--- src/instruction_format_decoder_map.svh ---
// opcode bit positions, format selection codes and extension constants for the decoder
`ifndef INSTRUCTION_FORMAT_DECODER_MAP_SVH
`define INSTRUCTION_FORMAT_DECODER_MAP_SVH

`define IFD_INSTR_W 16
`define IFD_ADDR_W 32
// opcode and operand field positions
`define IFD_TOP_HI 15
`define IFD_TOP_LO 12
`define IFD_N_HI 11
`define IFD_N_LO 8
`define IFD_M_HI 7
`define IFD_M_LO 4
`define IFD_LOW_HI 3
`define IFD_LOW_LO 0
// top-nibble group codes
`define IFD_GRP_SYS 4'h0
`define IFD_GRP_ST_DISP 4'h1
`define IFD_GRP_STORE 4'h2
`define IFD_GRP_ARITH 4'h3
`define IFD_GRP_SHIFT 4'h4
`define IFD_GRP_LD_DISP 4'h5
`define IFD_GRP_MOVE 4'h6
`define IFD_GRP_ADD_IMM 4'h7
`define IFD_GRP_BYTE 4'h8
`define IFD_GRP_PC_WORD 4'h9
`define IFD_GRP_BRA 4'ha
`define IFD_GRP_BSR 4'hb
`define IFD_GRP_GBR 4'hc
`define IFD_GRP_PC_LONG 4'hd
`define IFD_GRP_MOV_IMM 4'he
// sub-codes inside the groups
`define IFD_SUB_CMP_EQ_IMM 4'h8
`define IFD_SUB_TRAP_ALWAYS 4'h3
`define IFD_SUB_MOVA 4'h7
`define IFD_LOW_STC 4'h2
`define IFD_LOW_STC_LONG 4'h3
`define IFD_LOW_LDS_LONG 4'h6
`define IFD_LOW_LDC_LONG 4'h7
`define IFD_LOW_STS 4'ha
`define IFD_LOW_JUMP 4'hb
`define IFD_LOW_LDC 4'he
`define IFD_LOW_MAC 4'hf
`define IFD_LOW_MOVT 4'h9
`define IFD_MID_MOVT 4'h2
// scaling shifts, longword pc mask and reset word
`define IFD_BRANCH_SHIFT 1
`define IFD_TRAP_SHIFT 2
`define IFD_LONG_SHIFT 2
`define IFD_PC_LONG_MASK 32'hffff_fffc
`define IFD_RESET_WORD 16'h0009

`endif

--- src/instruction_format_decoder_pkg.sv ---
// types shared by the instruction format decoder
package instruction_format_decoder_pkg;

  typedef enum logic [11:0] {
    FMT_ZERO = 12'h001,
    FMT_N    = 12'h002,
    FMT_M    = 12'h004,
    FMT_NM   = 12'h008,
    FMT_MD   = 12'h010,
    FMT_ND4  = 12'h020,
    FMT_NMD  = 12'h040,
    FMT_D    = 12'h080,
    FMT_D12  = 12'h100,
    FMT_ND8  = 12'h200,
    FMT_I    = 12'h400,
    FMT_NI   = 12'h800
  } format_t;

  typedef enum logic [3:0] {
    OPND_NONE       = 4'h0,
    OPND_REG        = 4'h1,
    OPND_INDIRECT   = 4'h2,
    OPND_POST_INC   = 4'h3,
    OPND_PRE_DEC    = 4'h4,
    OPND_INDEX_R0   = 4'h5,
    OPND_REG_DISP   = 4'h6,
    OPND_GBR_DISP   = 4'h7,
    OPND_PC_DISP    = 4'h8,
    OPND_PC_REL     = 4'h9,
    OPND_PC_REL_REG = 4'ha,
    OPND_CTRL_SYS   = 4'hb,
    OPND_IMM        = 4'hc,
    OPND_R0         = 4'hd,
    OPND_ACCUM      = 4'he
  } operand_t;

endpackage : instruction_format_decoder_pkg

--- src/instruction_format_decoder.sv ---
// registered decoder splitting 16-bit instruction words into format class and operand fields
`timescale 1ns/1ns
`default_nettype none
`include "instruction_format_decoder_map.svh"

// Notes on behaviour
// - single-source format: bits 11..8 are source; direct, post-inc, indirect or pc-offset
// - long-branch format: top four bits opcode, low twelve bits displacement, pc relative
// - single-destination format: control source for the sts/stc forms only; destination direct or pre-decrement indirect
// - multiply-accumulate: destination field is second post-inc source; result to accum pair
// - long-branch displacement is sign-extended, doubled, then added to pc
// - pc-relative longword loads clear the two low pc bits before adding
// - trap immediate is zero-extended and multiplied by four for the vector offset
// - move, add and compare-equal immediates are sign-extended before use
module instruction_format_decoder (
  input wire logic clk_sys,
  input wire logic rst_n,
  input wire logic instr_valid,
  input wire logic [15:0] instr_word,
  input wire logic [31:0] pc,
  output logic dec_valid,
  output instruction_format_decoder_pkg::format_t dec_format,
  output logic [15:0] dec_word,
  output logic [3:0] src_reg,
  output logic [3:0] dst_reg,
  output instruction_format_decoder_pkg::operand_t src_mode,
  output instruction_format_decoder_pkg::operand_t dst_mode,
  output logic second_src_post_inc,
  output logic multiply_accum_high_we,
  output logic multiply_accum_low_we,
  output logic [3:0] disp4,
  output logic [7:0] disp8,
  output logic [11:0] disp12,
  output logic [7:0] imm8,
  output logic [31:0] imm_value,
  output logic [31:0] trap_always_offset,
  output logic [31:0] branch_target,
  output logic [31:0] pc_operand_addr
);

  logic rst_sync1_q;
  logic rst_sync2_q;
  logic rst_core_n;

  // reset enters asynchronously but is released through two flops
  always_ff @(posedge clk_sys or negedge rst_n) begin
    if (!rst_n) begin
      rst_sync1_q <= 1'b0;
      rst_sync2_q <= 1'b0;
    end else begin
      rst_sync1_q <= 1'b1;
      rst_sync2_q <= rst_sync1_q;
    end
  end
  assign rst_core_n = rst_sync2_q;

  // format class from the fixed opcode bits only; fields are not consulted
  function automatic instruction_format_decoder_pkg::format_t classify(input logic [15:0] w);
    logic [3:0] top;
    logic [3:0] sub;
    logic [3:0] mid;
    logic [3:0] low;
    top = w[`IFD_TOP_HI:`IFD_TOP_LO];
    sub = w[`IFD_N_HI:`IFD_N_LO];
    mid = w[`IFD_M_HI:`IFD_M_LO];
    low = w[`IFD_LOW_HI:`IFD_LOW_LO];
    case (top)
      `IFD_GRP_SYS: begin
        if (low == `IFD_LOW_STC || low == `IFD_LOW_STS) classify = instruction_format_decoder_pkg::FMT_N;
        else if (low == `IFD_LOW_MOVT && mid == `IFD_MID_MOVT) classify = instruction_format_decoder_pkg::FMT_N;
        else if (low == `IFD_LOW_STC_LONG) classify = instruction_format_decoder_pkg::FMT_M;
        else if (low >= 4'h4 && low != 4'h8 && low != 4'h9 && low != 4'hb)
          classify = instruction_format_decoder_pkg::FMT_NM;
        else classify = instruction_format_decoder_pkg::FMT_ZERO;
      end
      `IFD_GRP_ST_DISP, `IFD_GRP_LD_DISP: classify = instruction_format_decoder_pkg::FMT_NMD;
      `IFD_GRP_STORE, `IFD_GRP_ARITH, `IFD_GRP_MOVE: classify = instruction_format_decoder_pkg::FMT_NM;
      `IFD_GRP_SHIFT: begin
        if (low == `IFD_LOW_MAC || low == 4'hc || low == 4'hd)
          classify = instruction_format_decoder_pkg::FMT_NM;
        else if (low == `IFD_LOW_LDS_LONG || low == `IFD_LOW_LDC_LONG || low == `IFD_LOW_STS ||
                 low == `IFD_LOW_LDC || (low == `IFD_LOW_JUMP && mid != 4'h1))
          classify = instruction_format_decoder_pkg::FMT_M;
        else classify = instruction_format_decoder_pkg::FMT_N;
      end
      `IFD_GRP_ADD_IMM, `IFD_GRP_MOV_IMM: classify = instruction_format_decoder_pkg::FMT_NI;
      `IFD_GRP_BYTE: begin
        if (sub[3:1] == 3'b000) classify = instruction_format_decoder_pkg::FMT_ND4;
        else if (sub[3:1] == 3'b010) classify = instruction_format_decoder_pkg::FMT_MD;
        else if (sub == `IFD_SUB_CMP_EQ_IMM) classify = instruction_format_decoder_pkg::FMT_I;
        else classify = instruction_format_decoder_pkg::FMT_D;
      end
      `IFD_GRP_PC_WORD, `IFD_GRP_PC_LONG: classify = instruction_format_decoder_pkg::FMT_ND8;
      `IFD_GRP_BRA, `IFD_GRP_BSR: classify = instruction_format_decoder_pkg::FMT_D12;
      `IFD_GRP_GBR: begin
        if (sub[3] || sub == `IFD_SUB_TRAP_ALWAYS) classify = instruction_format_decoder_pkg::FMT_I;
        else classify = instruction_format_decoder_pkg::FMT_D;
      end
      default: classify = instruction_format_decoder_pkg::FMT_NM;
    endcase
  endfunction : classify

  instruction_format_decoder_pkg::format_t fmt;
  instruction_format_decoder_pkg::operand_t src_d;
  instruction_format_decoder_pkg::operand_t dst_d;
  logic [3:0] top;
  logic [3:0] sub;
  logic [3:0] mid;
  logic [3:0] low;
  logic is_mac;
  logic imm_signed;
  logic [31:0] imm_ext;
  logic [31:0] trap_off;
  logic [31:0] far_tgt;
  logic [31:0] near_tgt;
  logic [31:0] long_addr;
  logic [31:0] word_addr;
  logic [31:0] tgt_d;
  logic [31:0] pcop_d;

  assign fmt = classify(instr_word);
  assign top = instr_word[`IFD_TOP_HI:`IFD_TOP_LO];
  assign sub = instr_word[`IFD_N_HI:`IFD_N_LO];
  assign mid = instr_word[`IFD_M_HI:`IFD_M_LO];
  assign low = instr_word[`IFD_LOW_HI:`IFD_LOW_LO];
  assign is_mac = (fmt == instruction_format_decoder_pkg::FMT_NM) && (low == `IFD_LOW_MAC) &&
                  (top == `IFD_GRP_SYS || top == `IFD_GRP_SHIFT);
  assign imm_signed = (top == `IFD_GRP_MOV_IMM) || (top == `IFD_GRP_ADD_IMM) ||
                      (top == `IFD_GRP_BYTE && sub == `IFD_SUB_CMP_EQ_IMM);

  operand_extender u_ext (
    .pc(pc),
    .imm8(instr_word[7:0]),
    .disp8(instr_word[7:0]),
    .disp12(instr_word[11:0]),
    .imm_signed(imm_signed),
    .imm_ext(imm_ext),
    .trap_vec_offset(trap_off),
    .branch_far_target(far_tgt),
    .branch_near_target(near_tgt),
    .pc_long_addr(long_addr),
    .pc_word_addr(word_addr)
  );

  // operand roles per format class
  always_comb begin
    src_d = instruction_format_decoder_pkg::OPND_NONE;
    dst_d = instruction_format_decoder_pkg::OPND_NONE;
    case (fmt)
      instruction_format_decoder_pkg::FMT_ZERO: begin
      end
      instruction_format_decoder_pkg::FMT_N: begin
        dst_d = instruction_format_decoder_pkg::OPND_REG;
        if (top == `IFD_GRP_SYS && low != `IFD_LOW_MOVT)
          src_d = instruction_format_decoder_pkg::OPND_CTRL_SYS;
        if (top == `IFD_GRP_SHIFT && (low == `IFD_LOW_STC || low == `IFD_LOW_STC_LONG)) begin
          src_d = instruction_format_decoder_pkg::OPND_CTRL_SYS;
          dst_d = instruction_format_decoder_pkg::OPND_PRE_DEC;
        end
      end
      instruction_format_decoder_pkg::FMT_M: begin
        dst_d = instruction_format_decoder_pkg::OPND_CTRL_SYS;
        if (top == `IFD_GRP_SYS) begin
          src_d = instruction_format_decoder_pkg::OPND_PC_REL_REG;
          dst_d = instruction_format_decoder_pkg::OPND_NONE;
        end else if (low == `IFD_LOW_LDS_LONG || low == `IFD_LOW_LDC_LONG) begin
          src_d = instruction_format_decoder_pkg::OPND_POST_INC;
        end else if (low == `IFD_LOW_JUMP) begin
          src_d = instruction_format_decoder_pkg::OPND_INDIRECT;
          dst_d = instruction_format_decoder_pkg::OPND_NONE;
        end else begin
          src_d = instruction_format_decoder_pkg::OPND_REG;
        end
      end
      instruction_format_decoder_pkg::FMT_NM: begin
        src_d = instruction_format_decoder_pkg::OPND_REG;
        dst_d = instruction_format_decoder_pkg::OPND_REG;
        if (is_mac) begin
          src_d = instruction_format_decoder_pkg::OPND_POST_INC;
          dst_d = instruction_format_decoder_pkg::OPND_ACCUM;
        end else if (top == `IFD_GRP_STORE) begin
          dst_d = low[2] ? instruction_format_decoder_pkg::OPND_PRE_DEC :
                           instruction_format_decoder_pkg::OPND_INDIRECT;
        end else if (top == `IFD_GRP_MOVE && low[3:2] == 2'b01) begin
          src_d = instruction_format_decoder_pkg::OPND_POST_INC;
        end else if (top == `IFD_GRP_SYS && low[3:2] == 2'b01) begin
          dst_d = instruction_format_decoder_pkg::OPND_INDEX_R0;
        end
      end
      instruction_format_decoder_pkg::FMT_MD: begin
        src_d = instruction_format_decoder_pkg::OPND_REG_DISP;
        dst_d = instruction_format_decoder_pkg::OPND_R0;
      end
      instruction_format_decoder_pkg::FMT_ND4: begin
        src_d = instruction_format_decoder_pkg::OPND_R0;
        dst_d = instruction_format_decoder_pkg::OPND_REG_DISP;
      end
      instruction_format_decoder_pkg::FMT_NMD: begin
        src_d = (top == `IFD_GRP_ST_DISP) ? instruction_format_decoder_pkg::OPND_REG :
                                            instruction_format_decoder_pkg::OPND_REG_DISP;
        dst_d = (top == `IFD_GRP_ST_DISP) ? instruction_format_decoder_pkg::OPND_REG_DISP :
                                            instruction_format_decoder_pkg::OPND_REG;
      end
      instruction_format_decoder_pkg::FMT_D: begin
        if (top == `IFD_GRP_BYTE) begin
          dst_d = instruction_format_decoder_pkg::OPND_PC_REL;
        end else if (sub == `IFD_SUB_MOVA) begin
          src_d = instruction_format_decoder_pkg::OPND_PC_DISP;
          dst_d = instruction_format_decoder_pkg::OPND_R0;
        end else if (sub[2]) begin
          src_d = instruction_format_decoder_pkg::OPND_GBR_DISP;
          dst_d = instruction_format_decoder_pkg::OPND_R0;
        end else begin
          src_d = instruction_format_decoder_pkg::OPND_R0;
          dst_d = instruction_format_decoder_pkg::OPND_GBR_DISP;
        end
      end
      instruction_format_decoder_pkg::FMT_D12: begin
        dst_d = instruction_format_decoder_pkg::OPND_PC_REL;
      end
      instruction_format_decoder_pkg::FMT_ND8: begin
        src_d = instruction_format_decoder_pkg::OPND_PC_DISP;
        dst_d = instruction_format_decoder_pkg::OPND_REG;
      end
      instruction_format_decoder_pkg::FMT_I: begin
        src_d = instruction_format_decoder_pkg::OPND_IMM;
        if (top == `IFD_GRP_BYTE || sub[3:2] == 2'b10)
          dst_d = instruction_format_decoder_pkg::OPND_R0;
        else if (sub[3:2] == 2'b11)
          dst_d = instruction_format_decoder_pkg::OPND_INDEX_R0;
      end
      instruction_format_decoder_pkg::FMT_NI: begin
        src_d = instruction_format_decoder_pkg::OPND_IMM;
        dst_d = instruction_format_decoder_pkg::OPND_REG;
      end
      default: begin
      end
    endcase
  end

  // short branches use the 8-bit field, long ones the 12-bit field
  always_comb begin
    tgt_d = 32'h0000_0000;
    if (fmt == instruction_format_decoder_pkg::FMT_D12)
      tgt_d = far_tgt;
    else if (fmt == instruction_format_decoder_pkg::FMT_D && top == `IFD_GRP_BYTE)
      tgt_d = near_tgt;
  end

  always_comb begin
    pcop_d = 32'h0000_0000;
    if (top == `IFD_GRP_PC_LONG || (top == `IFD_GRP_GBR && sub == `IFD_SUB_MOVA))
      pcop_d = long_addr;
    else if (top == `IFD_GRP_PC_WORD)
      pcop_d = word_addr;
  end

  always_ff @(posedge clk_sys or negedge rst_core_n) begin
    if (!rst_core_n) begin
      dec_valid <= 1'b0;
    end else begin
      dec_valid <= instr_valid;
    end
  end

  // fields hold their last value while no word is offered
  always_ff @(posedge clk_sys or negedge rst_core_n) begin
    if (!rst_core_n) begin
      dec_format <= instruction_format_decoder_pkg::FMT_ZERO;
      dec_word <= `IFD_RESET_WORD;
      src_reg <= 4'h0;
      dst_reg <= 4'h0;
      src_mode <= instruction_format_decoder_pkg::OPND_NONE;
      dst_mode <= instruction_format_decoder_pkg::OPND_NONE;
      second_src_post_inc <= 1'b0;
      multiply_accum_high_we <= 1'b0;
      multiply_accum_low_we <= 1'b0;
      disp4 <= 4'h0;
      disp8 <= 8'h00;
      disp12 <= 12'h000;
      imm8 <= 8'h00;
      imm_value <= 32'h0000_0000;
      trap_always_offset <= 32'h0000_0000;
      branch_target <= 32'h0000_0000;
      pc_operand_addr <= 32'h0000_0000;
    end else if (instr_valid) begin
      dec_format <= fmt;
      dec_word <= instr_word;
      // single-source format carries its register in bits 11..8
      src_reg <= (fmt == instruction_format_decoder_pkg::FMT_M) ? sub : mid;
      dst_reg <= sub;
      src_mode <= src_d;
      dst_mode <= dst_d;
      second_src_post_inc <= is_mac;
      multiply_accum_high_we <= is_mac;
      multiply_accum_low_we <= is_mac;
      disp4 <= low;
      disp8 <= instr_word[7:0];
      disp12 <= instr_word[11:0];
      imm8 <= instr_word[7:0];
      imm_value <= imm_ext;
      trap_always_offset <= (fmt == instruction_format_decoder_pkg::FMT_I) ? trap_off :
                            32'h0000_0000;
      branch_target <= tgt_d;
      pc_operand_addr <= pcop_d;
    end
  end

endmodule : instruction_format_decoder
`default_nettype wire

--- src/operand_extender.sv ---
// sign/zero extension and scaling of displacement and immediate fields
`timescale 1ns/1ns
`default_nettype none
`include "instruction_format_decoder_map.svh"

module operand_extender (
  input wire logic [31:0] pc,
  input wire logic [7:0] imm8,
  input wire logic [7:0] disp8,
  input wire logic [11:0] disp12,
  input wire logic imm_signed,
  output logic [31:0] imm_ext,
  output logic [31:0] trap_vec_offset,
  output logic [31:0] branch_far_target,
  output logic [31:0] branch_near_target,
  output logic [31:0] pc_long_addr,
  output logic [31:0] pc_word_addr
);

  logic [31:0] sext12;
  logic [31:0] sext8;
  logic [31:0] zext8;

  assign sext12 = {{20{disp12[11]}}, disp12};
  assign sext8 = {{24{disp8[7]}}, disp8};
  assign zext8 = {24'h00_0000, disp8};

  // sign-extend or zero-extend the immediate by instruction class
  assign imm_ext = imm_signed ? {{24{imm8[7]}}, imm8} : {24'h00_0000, imm8};
  assign trap_vec_offset = {22'h00_0000, imm8, 2'b00};
  assign branch_far_target = pc + (sext12 << `IFD_BRANCH_SHIFT);
  assign branch_near_target = pc + (sext8 << `IFD_BRANCH_SHIFT);
  // low pc bits cleared so longword literals stay aligned
  assign pc_long_addr = (pc & `IFD_PC_LONG_MASK) + (zext8 << `IFD_LONG_SHIFT);
  assign pc_word_addr = pc + (zext8 << `IFD_BRANCH_SHIFT);

endmodule : operand_extender
`default_nettype wire

--- config.mk ---
export PLATFORM = sky130hd
export DESIGN_NAME = instruction_format_decoder
export DESIGN_NICKNAME = d
export VERILOG_FILES = /design/src/instruction_format_decoder_pkg.sv /design/src/instruction_format_decoder.sv /design/src/operand_extender.sv
export VERILOG_INCLUDE_DIRS = /design/src /design/src/src
export SDC_FILE = /design/constraint.sdc
export NUM_CORES = 1
export LEC_CHECK = 0
export ABC_CLOCK_PERIOD_IN_PS = 3250
export BUFFER_PORTS_ARGS = -buffer_cell sky130_fd_sc_hd__buf_4
export CAP_MARGIN = 20
export CELL_PAD_IN_SITES_DETAIL_PLACEMENT = 1
export CELL_PAD_IN_SITES_GLOBAL_PLACEMENT = 1
export CORE_MARGIN = 3
export CORE_UTILIZATION = 36
export DETAILED_ROUTE_END_ITERATION = 10
export PLACE_DENSITY_LB_ADDON = 0.1
export SKIP_CTS_REPAIR_TIMING = 1
export SYNTH_ARGS = -nofsm -noshare
export SYNTH_HDL_FRONTEND = slang
export SYNTH_SLANG_ARGS = --single-unit
--- constraint.sdc ---
create_clock -name clk_sys -period 3.25 [get_ports clk_sys]
set_input_delay 0.65 -clock clk_sys [delete_from_list [all_inputs] [get_ports clk_sys]]
set_output_delay 0.65 -clock clk_sys [all_outputs]
set_load 0.05 [all_outputs]
==> impl_results.md <==
* Status: completed
* Synth area leader: dfrtp_1
* Vias/cell at 5.55
* Max cap viols at 0
* Cell count after placement at 1770
* GR Overflow Total at 0
* Total number of vias at 10000
* Post-DRT Antenna Nets at 0
* Clk Latency, worst-skew pair at 420 ps
* Mapped Area at 10100 µm²
* Gpl congestion at 0.904
* Iteration-0 DRC Markers at 514
* DR WL/cell at 21.0 µm
* Vias in the first global route at 10400
* Placed Area at 12200 µm²
* Crit path from: instr_word[0]
* CTS tree: done
* Die area at 30100 µm²
* Filler cells at 3307
* Period utilization at 89.4%
* Gr usage total at 24.5%
* Max Root-Sink Buffers at 2
* Non-Filler Instances at 1803
* Setup Skew at 7.55 ps
* I/O Pins at 259
* Multi-input logic area at 6110 µm²
* Top post-synthesis cells by count: nor2_1, dfrtp_1, buf_4, nand2_1, a21oi_1
* First-pass GRT wire length at 59.4 mm
* Clock sink total at 119
* Number of enable flip-flop cells after synthesis at 0
* CTS clk-pin slew, worst paths at 70 ps
* Syn Area/Cell at 8.38 µm²
* CP most frequent cell: o21a_1
* Largest net degree at the start of global routing at 53
* Final Max Slew Viols at 0
* Layout area overhead at 26.4%
* Layout cells sized above 1 at 29.4%
* Worst Path Max Fanout at 4
* Max-slew headroom at 50.1%
* N_diodes at 0
* RSZ-0062 raised after global routing: false
* Hold Path Depth at 0
* Critical R2R Capture: dec_word[0]
* Critical path class: input pin to flop
* Worst hold path type: flop to flop
* Max stage delay on crit path at 400 ps
* Reg2reg start: rst_core_n
* Main synth FF type: dfrtp_1
* CP Capture Type: flop
* Hold Crit Endpoint: rst_core_n
* Sequential-to-total area share from yosys stat at 29.5%
* Share of the synthesized area in the top cell type at 28.7%
* Top post-synthesis cells by area: dfrtp_1, ha_1, buf_4
* CTS Buf Count at 17
* # rows at 60
* IO Port Bufs at 234
* Reg2reg setup slack at 2020 ps
* Initial antenna violation count at 0
* Crit path launch type: input pin
* Hold Vio Cnt, Final at 0
* Cells after Synth at 1207
* Worst endpoint required time at 3620 ps
* DIE HEIGHT at 174 µm
* Initial Utilization at 37.1%
* Tightest Pin Transition at 744 ps
* Worst Path Arrival at 3270 ps
* LEAKAGE at 6.03 nW
* Hpwl dp at 28.9 mm
* Yosys warnings at 0
* Most common cell in the synthesized netlist: nor2_1
* DRC viols at 0
* Power per cell area at 471 nW/µm²
* Fin area at 12800 µm²
* Reg area at 2990 µm²
* Tmin final at 2910 ps
* Core Util, Final at 46.9%
* Fmax at 344 MHz
* Regs by FF count: branch_target x32, pc_operand_addr x32, dec_word x16
* Setup violators final at 0
* Core ar. at 27300 µm²
* Peak VDD IR at 0.261 mV
* Synth cell types at 96
* Root Buffer: clkbuf_16
* Crit path cell chain: buf_4 -> ha_1 -> fa_1 -> a211oi_2 -> nor3_1 -> o21a_1 -> a21o_1 -> a31oi_2 -> a211oi_1 -> o31ai_1 -> o21a_1
* Nets at 1530
* Total Routed Length at 37.8 mm
* R2r worst-path depth at 1
* Die X-Extent at 174 µm
* Drt pass-1 iters at 4
* Hold Startpoint: rst_sync1_q
* Synth Register Bits at 119
* Ys async rst share at 100%
* Number of H-tree levels at 4
* Slowest-stage cell, CP: fa_1
[placed cells by master (no fill, tap or decap), drive strengths merged, types with 14 or more instances in the layout]
| cell | netlist | layout |
|---|---|---|
| mux2 | 14 | 14 |
| a211oi | 16 | 16 |
| o2bb2ai | 20 | 20 |
| nand4 | 17 | 17 |
| xor2 | 16 | 16 |
| clkbuf | 38 | 18 |
| conb | 2 | 25 |
| a221oi | 14 | 14 |
| o211ai | 16 | 16 |
| nor3 | 23 | 23 |
| a31oi | 29 | 29 |
| a21oi | 94 | 94 |
| buf | 113 | 319 |
| inv | 46 | 54 |
| a21o | 29 | 29 |
| ha | 59 | 59 |
| nand3 | 19 | 19 |
| o21ai | 70 | 70 |
| nand2 | 93 | 93 |
| and3 | 16 | 16 |
| nor2 | 130 | 130 |
| nand2b | 14 | 14 |
| xnor2 | 33 | 33 |
| dfrtp | 116 | 116 |
[cell type report]
cell class,instances,share of cell area (%)
clock buffers,18,3.36
multi-input cells,914,47.7
repair buffers,320,19.1
inverters,46,1.35
well taps,372,3.64
flip-flops and latches,119,23.3
clock inverters,14,1.47
[layer usage]
| layer | track usage (%) | share of wire, % | vias to the layer above | routed length [µm] |
|---|---|---|---|---|
| met5 | 0 | 0 | - | 0 |
| met2 | 42.8 | 48 | 254 | 18300 |
| met1 | 31.8 | 46 | 4976 | 17300 |
| met4 | 6.84 | 2.0 | 0 | 766 |
| li1 | - | - | 4724 | - |
| met3 | 3.24 | 3.8 | 46 | 1450 |
[critical path, delay by kind of cell]
family / cells / cell delay, ps
AOI/OAI and AO/OA: 7 / 1750
adders and majority gates: 2 / 620
buffers and inverters: 1 / 140
and+or+nand+nor: 1 / 110
[where the power goes]
part	switching [W]	internal, W	total, W
Sequential	0.0000980	0.00159	0.00169
Combinational	0.00151	0.000749	0.00225
Clock	0.000847	0.00123	0.00208
[how the worst max path moves through the flow]
stage / to / slack, ps / cells after the start
after floorplan: branch_target[21] / 290 / 11
after global placement: branch_target[29] / -20 / 13
after detailed placement: branch_target[27] / -90 / 11
after CTS: branch_target[27] / 360 / 11
after global routing: branch_target[24] / 140 / 11
final: branch_target[27] / 340 / 11
[metrics by stage]
stage | hold WS [ps] | power, W | setup WS (ps) | TNS [ps]
after floorplan | 331 | 0.00331 | 293 | 0
after CTS | -25.0 | 0.00606 | 363 | 0
after detailed placement | 343 | 0.00397 | -92.7 | -384
after global routing | 367 | 0.00630 | 139 | 0
final | 355 | 0.00603 | 344 | 0
after global placement | 335 | 0.00394 | -20.9 | -46.8
[cell families (layout without fill, tap and decap cells)]
kind of cell | count (synthesis) | in the layout | share of synthesized area [%]
multiplexers | 22 | 22 | 2.35
AND/OR/NAND/NOR | 369 | 369 | 18.0
flip-flops | 119 | 119 | 29.5
other | 2 | 25 | 0.0742
XOR/XNOR | 49 | 49 | 4.24
buffers and inverters | 197 | 398 | 11.0
AO/OA/AOI/OAI | 388 | 388 | 27.1
adder cells (fa/ha/maj) | 61 | 61 | 7.69
(Power assumes the default switching activity.)
